## config.mk

```make
export PLATFORM = sky130hd
export DESIGN_NAME = current_lock_fault_response
export DESIGN_NICKNAME = d
export VERILOG_FILES = /design/src/pkg/lock_pkg.sv /design/src/rtl/current_lock_fault_response.sv
export SDC_FILE = /design/constraint.sdc
export NUM_CORES = 1
export LEC_CHECK = 0
export BUFFER_PORTS_ARGS = -buffer_cell sky130_fd_sc_hd__buf_4
export CORE_ASPECT_RATIO = 1.75
export CORE_MARGIN = 2
export CORE_UTILIZATION = 60
export DETAILED_ROUTE_END_ITERATION = 16
export PLACE_DENSITY = 0.82
export SETUP_SLACK_MARGIN = 0.4
export SLEW_MARGIN = 20
export SYNTH_ARGS = -nofsm -noshare
export SYNTH_HDL_FRONTEND = slang
export SYNTH_SLANG_ARGS = --single-unit
```

## constraint.sdc

```tcl
create_clock -name clk_sys_i -period 13.05 [get_ports clk_sys_i]
set_input_delay 1.305 -clock clk_sys_i [delete_from_list [all_inputs] [get_ports clk_sys_i]]
set_output_delay 1.305 -clock clk_sys_i [all_outputs]
set_load 0.1 [all_outputs]
```

## src/pkg/lock_pkg.sv

```systemverilog
// Purpose: Constants, types and lookups for the current lock fault block
// Assumes: 200 MHz system clock, 0.1 ms filter and retry time base
// Notes:   Timing tables are counted in 0.1 ms ticks
package lock_pkg;
    localparam int CLK_MHZ = 200;
    localparam int TICK_US = 100;
    localparam int TICK_CYC = TICK_US * CLK_MHZ;
    // Register byte offsets
    localparam logic [7:0] OFS_CFG = 8'h00;
    localparam logic [7:0] OFS_STS = 8'h04;
    localparam logic [7:0] OFS_CLR = 8'h08;
    localparam logic [7:0] OFS_IEN = 8'h0c;
    localparam logic [7:0] OFS_CTL = 8'h10;
    localparam logic [7:0] OFS_STATE = 8'h14;
    localparam logic [31:0] CFG_RST = 32'h0000_0000;
    // Field positions in fault_settings_one
    localparam int THR_LSB = 19;
    localparam int MODE_LSB = 15;
    localparam int DEG_LSB = 11;
    localparam int RTY_LSB = 7;
    // Status bits
    localparam int STS_W = 3;
    localparam int ST_EVT = 0;
    localparam int ST_LATCH = 1;
    localparam int ST_RETRY = 2;

    typedef enum logic [1:0] {
        FS_IDLE   = 2'b00,
        FS_RETRY  = 2'b01,
        FS_LATCH  = 2'b11,
        FS_REPORT = 2'b10
    } fsm_t;

    typedef struct packed {
        logic hiz;
        logic ls_on;
        logic hs_on;
    } bridge_cmd_t;

    function automatic logic [13:0] thr_ma(input logic [3:0] c);
        case (c)
            4'h0: thr_ma = 14'd125;
            4'h1: thr_ma = 14'd250;
            4'h2: thr_ma = 14'd500;
            4'hE: thr_ma = 14'd7000;
            4'hF: thr_ma = 14'd8000;
            // Codes 3 to 13 run from 1000 mA in 500 mA steps
            default: thr_ma = 14'(({10'd0, c} - 14'd1) * 14'd500);
        endcase
    endfunction

    function automatic logic [13:0] deg_ticks(input logic [3:0] c);
        case (c)
            4'h0: deg_ticks = 14'd0;
            4'h1: deg_ticks = 14'd1;
            4'h2: deg_ticks = 14'd2;
            4'h3: deg_ticks = 14'd5;
            4'h4: deg_ticks = 14'd10;
            4'h5: deg_ticks = 14'd25;
            4'h6: deg_ticks = 14'd50;
            4'h7: deg_ticks = 14'd75;
            4'h8: deg_ticks = 14'd100;
            4'h9: deg_ticks = 14'd250;
            4'hA: deg_ticks = 14'd500;
            4'hB: deg_ticks = 14'd750;
            4'hC: deg_ticks = 14'd1000;
            4'hD: deg_ticks = 14'd2000;
            4'hE: deg_ticks = 14'd5000;
            default: deg_ticks = 14'd10000;
        endcase
    endfunction

    function automatic logic [17:0] retry_ticks(input logic [3:0] c);
        case (c)
            4'h0: retry_ticks = 18'd3000;
            4'h1: retry_ticks = 18'd5000;
            default: retry_ticks = 18'(({14'd0, c} - 18'd1) * 18'd10000);
        endcase
    endfunction

    function automatic bridge_cmd_t act_of(input logic [2:0] m);
        case (m)
            3'd0, 3'd3: act_of = '{hiz: 1'b1, ls_on: 1'b0, hs_on: 1'b0};
            3'd1, 3'd4: act_of = '{hiz: 1'b0, ls_on: 1'b1, hs_on: 1'b0};
            3'd2, 3'd5: act_of = '{hiz: 1'b0, ls_on: 1'b0, hs_on: 1'b1};
            default:    act_of = '0;
        endcase
    endfunction
endpackage

```

## src/rtl/current_lock_fault_response.sv

```systemverilog
// Purpose: Current lock deglitch and fault response with APB registers
// Assumes: meas_current_i in mA, synchronous to clk_sys_i
// Notes:   Retry limit comes from the retry_count_limit_i input port
//
// Summary of operation
// - Three-bit response selector, read/write, resets to zero, eight reactions.
// - Selector 0 latches fault, asserts indicator, tristates all half-bridges.
// - Selector 1 latches fault, asserts indicator, turns on all low sides.
// - Selector 2 latches fault, asserts indicator, turns on all high sides.
// - Selector 3 auto-retries after delay; beyond limit latches with tristate.
// - Selector 4 low-side brakes, asserts indicator, auto-retries up to limit.
// - Selector 5 auto-retries; beyond limit latches with high-side brake.
// - Selector 6 only asserts the indicator; output stage unchanged.
// - Selector 7 disables detection: no fault, indicator or action.
// - Four-bit filter time, zero means none, codes 1-15 from 0.1-1000 ms.
// - Four-bit retry delay: 300 ms, 500 ms, then 1 s to 14 s.
// - Four-bit current threshold from 0.125 A to 8.0 A against measured current.
//
// The register offsets and the APB register port are this design's own decisions.
`timescale 1ns/1ps
module current_lock_fault_response #(
    parameter int TICK_CYCLES = lock_pkg::TICK_CYC,
    parameter int CNT_W       = 8
) (
    input  wire logic                 clk_sys_i,
    input  wire logic                 nrst_i,
    input  wire logic                 psel_i,
    input  wire logic                 penable_i,
    input  wire logic                 pwrite_i,
    input  wire logic [7:0]           paddr_i,
    input  wire logic [31:0]          pwdata_i,
    output logic [31:0]               prdata_o,
    output logic                      pready_o,
    output logic                      pslverr_o,
    input  wire logic [13:0]          meas_current_i,
    input  wire logic [CNT_W-1:0]     retry_count_limit_i,
    output lock_pkg::bridge_cmd_t     bridge_o,
    output logic                      fault_indicator_n_o,
    output logic                      irq_o
);
    import lock_pkg::*;

    typedef struct packed {
        fsm_t              fsm;
        logic [15:0]       tick_cnt;
        logic [13:0]       deg_cnt;
        logic              armed;
        logic [17:0]       retry_tmr;
        logic [CNT_W-1:0]  retry_cnt;
        bridge_cmd_t       act;
        logic              fault_n;
        logic [31:0]       cfg;
        logic [STS_W-1:0]  sts;
        logic [STS_W-1:0]  ien;
        logic [31:0]       prdata;
    } state_t;

    state_t      s;
    state_t      next_s;
    logic        tick;
    logic        above;
    logic        lock_evt;
    logic        wr;
    logic        setup;
    logic        sw_clear;
    logic        mapped;
    logic [2:0]  mode;
    logic [STS_W-1:0] sts_set;
    logic [STS_W-1:0] sts_clr;

    assign mode     = s.cfg[MODE_LSB+:3];
    assign setup    = psel_i && !penable_i;
    assign wr       = psel_i && penable_i && pwrite_i;
    assign sw_clear = wr && paddr_i == OFS_CTL && pwdata_i[0];
    assign mapped   = paddr_i inside {OFS_CFG, OFS_STS, OFS_CLR,
                                      OFS_IEN, OFS_CTL, OFS_STATE};
    assign tick     = s.tick_cnt == 16'(TICK_CYCLES - 1);
    // Threshold compare on the raw ADC value in mA
    assign above    = meas_current_i > thr_ma(s.cfg[THR_LSB+:4]);

    always_comb begin
        next_s   = s;
        lock_evt = 1'b0;
        sts_set  = '0;
        sts_clr  = '0;
        next_s.tick_cnt = tick ? 16'h0000 : s.tick_cnt + 16'h0001;

        // Deglitch: one event per continuous overcurrent episode
        if (!above) begin
            next_s.deg_cnt = 14'h0000;
            next_s.armed   = 1'b1;
        end else if (s.armed) begin
            if (s.deg_cnt >= deg_ticks(s.cfg[DEG_LSB+:4])) begin
                lock_evt       = 1'b1;
                next_s.armed   = 1'b0;
                next_s.deg_cnt = 14'h0000;
            end else if (tick) begin
                next_s.deg_cnt = s.deg_cnt + 14'h0001;
            end
        end

        if (sw_clear) begin
            next_s.retry_cnt = '0;
        end

        case (s.fsm)
            FS_IDLE: begin
                if (lock_evt) begin
                    case (mode)
                        3'd0, 3'd1, 3'd2: begin
                            next_s.fsm = FS_LATCH;
                            next_s.act = act_of(mode);
                            sts_set[ST_LATCH] = 1'b1;
                        end
                        3'd3, 3'd4, 3'd5: begin
                            next_s.act = act_of(mode);
                            if (s.retry_cnt >= retry_count_limit_i) begin
                                next_s.fsm = FS_LATCH;
                                sts_set[ST_LATCH] = 1'b1;
                            end else begin
                                next_s.fsm       = FS_RETRY;
                                next_s.retry_tmr = 18'h0_0000;
                                next_s.retry_cnt = s.retry_cnt + 1'b1;
                                sts_set[ST_RETRY] = 1'b1;
                            end
                        end
                        3'd6: begin
                            next_s.fsm = FS_REPORT;
                        end
                        default: begin
                            next_s.fsm = FS_IDLE;
                        end
                    endcase
                    sts_set[ST_EVT] = mode != 3'd7;
                end
            end
            FS_RETRY: begin
                // Retry delay set by the code as read in every clock cycle
                if (s.retry_tmr >= retry_ticks(s.cfg[RTY_LSB+:4])) begin
                    next_s.fsm = FS_IDLE;
                    next_s.act = '0;
                end else if (tick) begin
                    next_s.retry_tmr = s.retry_tmr + 18'h0_0001;
                end
            end
            FS_LATCH, FS_REPORT: begin
                if (sw_clear) begin
                    next_s.fsm = FS_IDLE;
                    next_s.act = '0;
                end
            end
            default: begin
                next_s.fsm = FS_IDLE;
                next_s.act = '0;
            end
        endcase
        next_s.fault_n = next_s.fsm == FS_IDLE;

        // APB register side
        if (wr && paddr_i == OFS_CFG) begin
            next_s.cfg = pwdata_i;
        end
        if (wr && paddr_i == OFS_IEN) begin
            next_s.ien = pwdata_i[STS_W-1:0];
        end
        if (wr && paddr_i == OFS_CLR) begin
            sts_clr = pwdata_i[STS_W-1:0];
        end
        // A new event outweighs a clear in the same cycle
        next_s.sts = (s.sts & ~sts_clr) | sts_set;

        if (setup) begin
            case (paddr_i)
                OFS_CFG:   next_s.prdata = s.cfg;
                OFS_STS:   next_s.prdata = {29'h0, s.sts};
                OFS_IEN:   next_s.prdata = {29'h0, s.ien};
                OFS_STATE: next_s.prdata = {16'h0000, 8'(s.retry_cnt),
                                            5'h00, s.fault_n, s.fsm};
                default:   next_s.prdata = 32'h0000_0000;
            endcase
        end
    end

    always_ff @(posedge clk_sys_i) begin
        if (!nrst_i) begin
            s         <= '0;
            s.fsm     <= FS_IDLE;
            s.armed   <= 1'b1;
            s.fault_n <= 1'b1;
            s.cfg     <= CFG_RST;
        end else begin
            s <= next_s;
        end
    end

    assign prdata_o            = s.prdata;
    assign pready_o            = 1'b1;
    assign pslverr_o           = psel_i && penable_i && !mapped;
    assign bridge_o            = s.act;
    assign fault_indicator_n_o = s.fault_n;
    assign irq_o               = |(s.sts & s.ien);
endmodule

```

==> results of run 1 <==
[kinds of logic after synthesis]
logic type | count (synthesis) | synth area share (%)
AOI/OAI and AO/OA | 275 | 17.1
xor gates and xnor gates | 60 | 5.25
adders and majority gates | 140 | 18.9
buffers and inverters | 188 | 8.51
DFF | 146 | 29.2
muxes | 6 | 0.600
other | 1 | 0.0374
and+or+nand+nor | 427 | 20.4
[stage by stage]
stage	setup WS (ps)	cells
floorplan	6410	1243
global route	4540	1525
detailed placement	5250	1493
global placement	5520	1493
CTS	5200	1525
finish	5110	1525
[layout make-up]
cell class                      instances  share of cell area, %
Multi-Input combinational cell        909                   55.5
Sequential cell                       146                   26.0
Timing Repair Buffer                  112                   7.48
Clock buffer                           18                   3.91
Inverter                              102                   3.40
Tap cell                              224                   2.49
Clock inverter                         14                   1.25
[cells in the final DEF (no fill, tap or decap), types with 5 or more instances in the layout]
| master | count |
|---|---|
| a31oi_1 | 6 |
| or4_1 | 6 |
| a22oi_1 | 8 |
| inv_1 | 100 |
| a211oi_1 | 9 |
| a21oi_1 | 116 |
| a21boi_0 | 7 |
| nor2b_1 | 11 |
| o221a_2 | 10 |
| ha_1 | 121 |
| and3_1 | 14 |
| buf_4 | 112 |
| dfxtp_1 | 146 |
| o21ai_0 | 56 |
| xor2_1 | 31 |
| or3_1 | 13 |
| nand4_1 | 16 |
| inv_6 | 6 |
| a21o_1 | 10 |
| mux2i_1 | 6 |
| o211ai_1 | 5 |
| a221oi_1 | 8 |
| and2_1 | 16 |
| xnor2_1 | 29 |
| fa_1 | 19 |
| clkbuf_16 | 17 |
| nand2b_1 | 11 |
| nor2_1 | 76 |
| nand3_1 | 71 |
| nor3_1 | 13 |
| o31ai_1 | 10 |
| nand2_1 | 161 |
[state kept, by name, indices dropped and copies added (netlist names), named ones only]
signal / flops
bridge_o: 3
prdata_o: 32
fault_indicator_n_o: 1
s: 94
mode: 3
[per-layer routing]
layer | vias up | part of all wire [%] | GRT usage (%)
met5 | - | 0 | 0
met4 | 0 | 4.5 | 14.8
met3 | 89 | 5.2 | 5.92
met2 | 264 | 54 | 52.5
met1 | 4186 | 36 | 29.3
li1 | 4351 | - | -
[where the power goes]
group	switching, W	leakage (nW)	total, W	internal, W
clock	0.000212	0.286	0.000485	0.000273
combinational	0.0000533	3.16	0.0000850	0.0000316
sequential	0.00000779	1.18	0.000458	0.000450
[worst min-delay path, cell delays in order, from the launching register on]
cell,delay [ps]
dfxtp_1,310
nand2_1,50
a21oi_1,50
[final timing paths]
kind | startpoint | end | slack, ps | depth (start not counted)
max | s[57] | s[77] | 5110 | 25
max reg2reg | s[57] | s[77] | 5110 | 25
min | s[67] | s[67] | 460 | 2
min reg2reg | s[67] | s[67] | 460 | 2
==> impl_metrics.ini, run 1 <==
[setup_path]
crit_buf_inv = 4
required_ps = 13410
worst_path_max_delay_cell = a2111oi_2
criticalPathCategory = flip-flop to flip-flop
cpPeakStageDelay_ps = 820
critical-path-top-delay-family = adder cells
cp.arrival_ps = 8290
crit_path_start_kind = flip-flop
crit_top_cell = ha_1
crit_fanout = 14
endpoint_kind = flip-flop

[clocking]
tritoncts = built
cts-root-buf = clkbuf_16
cts-buffers-inserted = 17
hold_buffers = 0
clock_sinks = 146
clockBufferDepth = 2
post_cts_buffers = 0
cts_max_level = 4
clk_latency_ps = 430
clk_pin_slew_worst_paths_ps = 70
cts-resized-gates = 0

[routing]
drt_iter0_markers = 480
wirelength_um = 24700
first_pass_iters = 6
wl_per_cell_um = 16.2
via_per_inst = 5.83
routed-via-count = 8890
drc = 0
drtAntennaViolNets = 0

[logic_synthesis]
synth_area_leaders = dfxtp_1 29%, ha_1 15%, nand2_1 6.0%, a21oi_1 5.8%, fa_1 3.8%
yosys-top-cells-count = 161 x nand2_1, 146 x dfxtp_1, 121 x ha_1
synth_edf_count = 0
ys.flop_type = dfxtp_1
syn-mean-instance-area_sq_um = 8.06
synth_most_common_cell = nand2_1
ys_seq_area_share_pct = 29.2
synth_nets = 1450
yosys.area.top_type_share_pct = 29.2
synthCells = 1243
syn_area_sq_um = 10000
yosysUniqueCellTypes = 67
ys_ff_latch = 146
async_reset_ff_share_pct = 0
ys_warn_count = 0
synth_area_leader_cell = dfxtp_1

[timing]
setup_violations = 0
min_period_over_period_pct = 60.8
fin_setup_tns_ps = 0
hold_viol = 0
fmax_ghz = 0.126
max-slew-margin-rel_pct = 41.5
rsz0062_at_grt = no
worst_pin_slew_ps = 878
fin_skew_ps = 12.0
worst_hold_slack_ps = 455
post-route-min-period_ps = 7940
drv_slew = 0

[floorplanning]
start_util_pct = 61.2
core-area_sq_um = 16400
dieHeight_um = 175
io_pins = 106
row_count = 62
fp.dieW_um = 102
die-area_sq_um = 17800

[run_status]
status = finished, final reports clean

[placement]
place_hpwl_um = 18500
place_area_sq_um = 10700
portBuffers = 104
place.gp.congestion = 0.901

[grt]
antenna_found_initial = 0
grt_pass1_wl_um = 40800
grt-ovfl-total = 0
grt_pass1_vias = 8851
grt_max_degree = 75
global_route.usage.total_pct = 28.5

[finish]
postLayoutCellArea_sq_um = 11200
n_fill_cell = 1323
drive_gt1_share_pct = 12.9
nets = 1495
multi_input_area_sq_um = 6240
syn_to_final_growth_pct = 12.3
final_core_util_pct = 68.7
register_area_sq_um = 2920
antenna_cells = 0

[power_and_ir_drop]
power_density_nw_per_um2 = 91.4
finalPower_w = 0.00103
ir_drop_mv = 0.126
power.leakage_nw = 4.62

[flow_run]
cap_violations = 0

[min_path]
hold_class = flip-flop to flip-flop
No activity file was read; power rests on OpenSTA's default activity.
==> run 2: changes to the inputs <==
--- a/config.mk
+++ b/config.mk
@@ -8,9 +8,9 @@
 export BUFFER_PORTS_ARGS = -buffer_cell sky130_fd_sc_hd__buf_4
 export CORE_ASPECT_RATIO = 1.75
 export CORE_MARGIN = 2
-export CORE_UTILIZATION = 60
+export CORE_UTILIZATION = 54
 export DETAILED_ROUTE_END_ITERATION = 16
-export PLACE_DENSITY = 0.82
+export PLACE_DENSITY = 0.78
 export SETUP_SLACK_MARGIN = 0.4
 export SLEW_MARGIN = 20
 export SYNTH_ARGS = -nofsm -noshare
==> constraint.sdc (replaced) <==
create_clock -name clk_sys_i -period 6.36 [get_ports clk_sys_i]
set_input_delay 0.636 -clock clk_sys_i [delete_from_list [all_inputs] [get_ports clk_sys_i]]
set_output_delay 0.636 -clock clk_sys_i [all_outputs]
set_load 0.1 [all_outputs]
==> run 2 against run 1 <==
The flow now finishes with violations (setup timing). Global-route usage decreased by 0.77 points. First-iteration DRC count grew 16%. Via count up 4.5%. Worst setup slack worse by 5200 ps. Sequential power grew 110%. Count of clock-buffer cells in the layout is the same. Total power is 120% higher. Clock power up 120%. Fmax increased by 23%. Final area is 7.8% higher. Utilization down 1.9 points. Hold slack worse by 3.6 ps. Largest cell class unchanged. Largest power group unchanged. Highest routed layer unchanged.
==> impl_metrics.ini, run 2 (synthesis gave the netlist of run 1 again) <==
[grt]
antenna_found_initial = 0
grt_pass1_vias = 9094
global_route.usage.total_pct = 27.8
grt_pass1_wl_um = 43500
grt_max_degree = 39
grt-ovfl-total = 0

[setup_path]
worst_path_max_delay_cell = fa_1
cpPeakStageDelay_ps = 580
crit_path_start_kind = flip-flop
crit_fanout = 5
criticalPathCategory = flip-flop to flip-flop
endpoint_kind = flip-flop
critical-path-top-delay-family = adder cells
crit_buf_inv = 8
required_ps = 6700
cp.arrival_ps = 6800

[placement]
place_area_sq_um = 10900
place.gp.congestion = 0.958
dpl.cell_count = 1519
portBuffers = 104
place_hpwl_um = 19800

[clocking]
hold_buffers = 0
clk_latency_ps = 430
tritoncts = built
clock_sinks = 146
clk_pin_slew_worst_paths_ps = 60
cts-root-buf = clkbuf_16
cts_max_level = 4
clockBufferDepth = 2
cts-buffers-inserted = 17

[flow_run]
cap_violations = 0

[finish]
layout_common_cells = 159 x nand2_1, 144 x buf_4, 143 x dfxtp_1, 108 x ha_1, 107 x a21oi_1
syn_to_final_growth_pct = 21.0
final_cells = 1576
postLayoutCellArea_sq_um = 12100
drive_gt1_share_pct = 20.2
final_core_util_pct = 66.8
multi_input_area_sq_um = 6690
register_area_sq_um = 2930
nets = 1538
final_common_cell = nand2_1
n_fill_cell = 1443
antenna_cells = 0
regMostFlops = s
largest_register_ffs = 94

[routing]
via_per_inst = 5.90
wl_per_cell_um = 17.6
drt_iter0_markers = 555
first_pass_iters = 5
drc = 0
drtAntennaViolNets = 0
routed-via-count = 9291
wirelength_um = 27700

[floorplanning]
die-area_sq_um = 19700
core-area_sq_um = 18100
row_count = 65
dieHeight_um = 184
io_pins = 106
fp.dieW_um = 107
start_util_pct = 55.2

[timing]
post-route-min-period_ps = 6460
fmax_ghz = 0.155
fin_skew_ps = 13.2
setup_ws_ps = -101
worst_pin_slew_ps = 865
fin_setup_tns_ps = -370
hold_viol = 0
rsz0062_at_grt = yes
drv_slew = 0
max-slew-margin-rel_pct = 42.0
min_period_over_period_pct = 102
setup_violations = 10

[power_and_ir_drop]
finalPower_w = 0.00223
power_density_nw_per_um2 = 184
power.leakage_nw = 4.92
ir_drop_mv = 0.141

[run_status]
failed_checks = setup timing
status = finished with violations

[min_path]
hold_class = input pin to flip-flop
==> run 2: changes by cell type in the layout (fill, tap and decap cells not counted), sizes merged <==
| cell | previous run | this run |
|---|---|---|
| inv | 109 | 101 |
| bufinv | 1 | 4 |
| clkinvlp | 1 | 4 |
| buf | 112 | 155 |
==> run 2: repair_timing <==
action,in CTS,in global routing
buffers inserted,16,10
gates cloned,1,0
endpoints found under the setup margin,45,46
gates resized for setup,52,30
pin swaps,41,31
==> run 2: metrics by stage <==
stage                     worst slack [ps]  hold slack [ps]
after CTS                              207              448
after floorplan                        405              430
after global placement                83.0              440
final                                 -101              452
after global routing                  -225              455
after detailed placement              -127              445
==> run 2: where the power goes <==
part | switching, W | internal [W] | total (W)
logic | 0.000132 | 0.0000938 | 0.000226
registers | 0.0000166 | 0.000924 | 0.000940
clock network | 0.000407 | 0.000655 | 0.00106
total | 0.000556 | 0.00167 | 0.00223
==> run 2: layout make-up <==
cell class	instances	area share, %
inverters	102	3.26
flip-flops and latches	146	24.2
repair buffers	155	9.94
multi-input cells	909	55.2
clock inverters	12	1.52
well taps	234	2.42
clock buffers	18	3.54
==> run 2: worst paths after layout <==
kind	start	endpoint	slack, ps	cells after the start
worst max-delay path	s[58]	s[78]	-100	28
worst min-delay path	pwdata_i[20]	s[58]	450	3
worst max register to register	s[58]	s[78]	-100	28
worst min register to register	prdata_o[28]	prdata_o[28]	450	2
==> run 2: worst register-to-register path, delay by kind of cell, from the launching register on <==
kind | cells | cell delay, ps
AOI/OAI and AO/OA | 6 | 1200
and+or+nand+nor | 5 | 780
buffers and inverters | 8 | 970
adders and majority gates | 7 | 2580
xor gates and xnor gates | 2 | 490
DFF | 1 | 360
==> run 2: layer usage <==
metal  global-route usage [%]  routed length (um)  vias to the layer above
li1                         -                   -                     4432
met1                     29.0                9940                     4413
met2                     52.9               14900                      344
met3                     4.46                1500                      102
met4                     13.1                1430                        0
met5                        0                   0                        -
==> run 3: changes to the inputs <==
--- a/config.mk
+++ b/config.mk
@@ -8,9 +8,10 @@
 export BUFFER_PORTS_ARGS = -buffer_cell sky130_fd_sc_hd__buf_4
 export CORE_ASPECT_RATIO = 1.75
 export CORE_MARGIN = 2
-export CORE_UTILIZATION = 54
+export CORE_UTILIZATION = 60
 export DETAILED_ROUTE_END_ITERATION = 16
-export PLACE_DENSITY = 0.78
+export GPL_TIMING_DRIVEN = 0
+export PLACE_DENSITY = 0.82
 export SETUP_SLACK_MARGIN = 0.4
 export SLEW_MARGIN = 20
 export SYNTH_ARGS = -nofsm -noshare
==> constraint.sdc (replaced) <==
create_clock -name clk_sys_i -period 6.09 [get_ports clk_sys_i]
set_input_delay 0.609 -clock clk_sys_i [delete_from_list [all_inputs] [get_ports clk_sys_i]]
set_output_delay 0.609 -clock clk_sys_i [all_outputs]
set_load 0.1 [all_outputs]
==> run 3 against run 2 <==
Clock skew is 3.3 ps lower. Total power is 7.0% higher. Sequential power up 3.9%. The flow still finishes with violations (setup timing). Global-route usage increased by 5.2 points. Flip-flop and latch count did not move. Highest routed layer unchanged. Critical path type unchanged. Largest cell class unchanged. Die area fell by 9.7%.
==> impl_metrics.ini, run 3 (synthesis gave the netlist of run 1 again) <==
[placement]
portBuffers = 103
place_hpwl_um = 20800
place.gp.congestion = 0.944

[finish]
layout_common_cells = 162 x buf_4, 157 x nand2_1, 143 x dfxtp_1, 110 x ha_1, 104 x a21oi_1
largest_register_ffs = 94
nets = 1603
drive_gt1_share_pct = 22.4
regMostFlops = s
final_common_cell = buf_4
antenna_cells = 0
syn_to_final_growth_pct = 26.7

[clocking]
hold_buffers = 0
clockBufferDepth = 2
clk_latency_ps = 430
clk_pin_slew_worst_paths_ps = 60
tritoncts = built
cts-root-buf = clkbuf_16
cts-buffers-inserted = 17
clock_sinks = 146
cts_max_level = 4

[floorplanning]
start_util_pct = 61.2
dieHeight_um = 175
core-area_sq_um = 16400
fp.dieW_um = 102
die-area_sq_um = 17800
row_count = 62
io_pins = 106

[routing]
drt_iter0_markers = 599
wl_per_cell_um = 18.2
first_pass_iters = 5
wirelength_um = 29700
drtAntennaViolNets = 0
via_per_inst = 5.97
drc = 0
routed-via-count = 9743

[timing]
worst_hold_slack_ps = 428
max-slew-margin-rel_pct = 30.1
hold_viol = 0
post-route-min-period_ps = 6500
rsz0062_at_grt = yes
fmax_ghz = 0.154
setup_ws_ps = -405
fin_skew_ps = 9.95
drv_slew = 0
worst_pin_slew_ps = 1040
min_period_over_period_pct = 107
fin_setup_tns_ps = -8760
setup_violations = 35

[setup_path]
cpPeakStageDelay_ps = 550
crit_path_start_kind = flip-flop
startpoint = s[59]
endpoint = s[99]
r2r_slack_ps = -410
crit_fanout = 6
criticalPathCategory = flip-flop to flip-flop
endpoint_kind = flip-flop
cp.arrival_ps = 6850
worst_path_max_delay_cell = or4_1
r2r_cells = 28
r2r_end = s[99]
required_ps = 6450
r2r_start = s[59]

[grt]
antenna_found_initial = 0
grt_pass1_vias = 9743
grt-ovfl-total = 0
global_route.usage.total_pct = 33.0
grt_max_degree = 17
grt_pass1_wl_um = 46300

[power_and_ir_drop]
finalPower_w = 0.00238
ir_drop_mv = 0.201
power.leakage_nw = 5.19
power_density_nw_per_um2 = 188

[flow_run]
cap_violations = 0

[run_status]
status = finished with violations
failed_checks = setup timing

[min_path]
hold_class = input pin to flip-flop
[run 3: cell count changes in the layout (fill, tap and decap cells not counted), sizes merged]
cell	before	now
clkbuf	18	63
buf	155	175
inv	101	107
clkinvlp	4	2
clkinv	5	2
nor2	77	78
[run 3: what timing repair did]
item	CTS	global route
resized for setup	72	40
pin swaps	47	16
cloned	5	0
setup buffers	20	6
endpoints found under the setup margin	50	50
[run 3: worst min-delay path by stage]
stage	cells past startpoint	end	slack, ps	from
finish	3	s[64]	430	pwdata_i[26]
CTS	3	s[57]	410	pwdata_i[19]
detailed placement	2	prdata_o[27]	450	prdata_o[27]
global route	3	s[64]	430	pwdata_i[26]
floorplan	1	s[115]	430	s[115]
global placement	2	prdata_o[6]	440	prdata_o[6]
[run 3: routing by layer]
layer  vias up  global-route usage [%]  wire, um
met2       423                    59.9     16200
met4         0                    19.7      1580
met3       132                    6.52      1540
met5         -                       0         0
li1       4564                       -         -
met1      4624                    33.8     10400
[run 3: critical path, delay by kind of cell, from the launching register on]
kind / cells / cell delay [ps]
xor gates and xnor gates: 2 / 290
AOI/OAI and AO/OA: 8 / 1470
and+or+nand+nor: 4 / 1090
buffers and inverters: 7 / 730
DFF: 1 / 330
adders and majority gates: 7 / 2500
[run 3: report_power, final]
group	total (W)	switching (W)	internal (W)	leakage (nW)
Clock	0.00114	0.000447	0.000696	0.306
Combinational	0.000264	0.000156	0.000108	3.70
Sequential	0.000977	0.0000135	0.000964	1.18
[run 3: metrics by stage]
stage / instance area, sq um / util [%] / cells / setup WS, ps
floorplan: 10200 / - / 1243 / 282
global placement: 11300 / 68.9 / 1570 / -726
detailed placement: 11300 / 68.9 / 1570 / -737
CTS: 12500 / 76.2 / 1627 / -233
global route: 12700 / 77.5 / 1633 / -500
finish: 12700 / 77.5 / 1633 / -405
[run 3: cell type report]
type	instances	area, sq um
multi-input combinational	910	6830
fill	1117	3680
sequential	146	2930
timing repair buffer	133	1070
buffer	86	544
clock buffer	19	433
inverter	102	397
tap	224	280
clock inverter	13	196
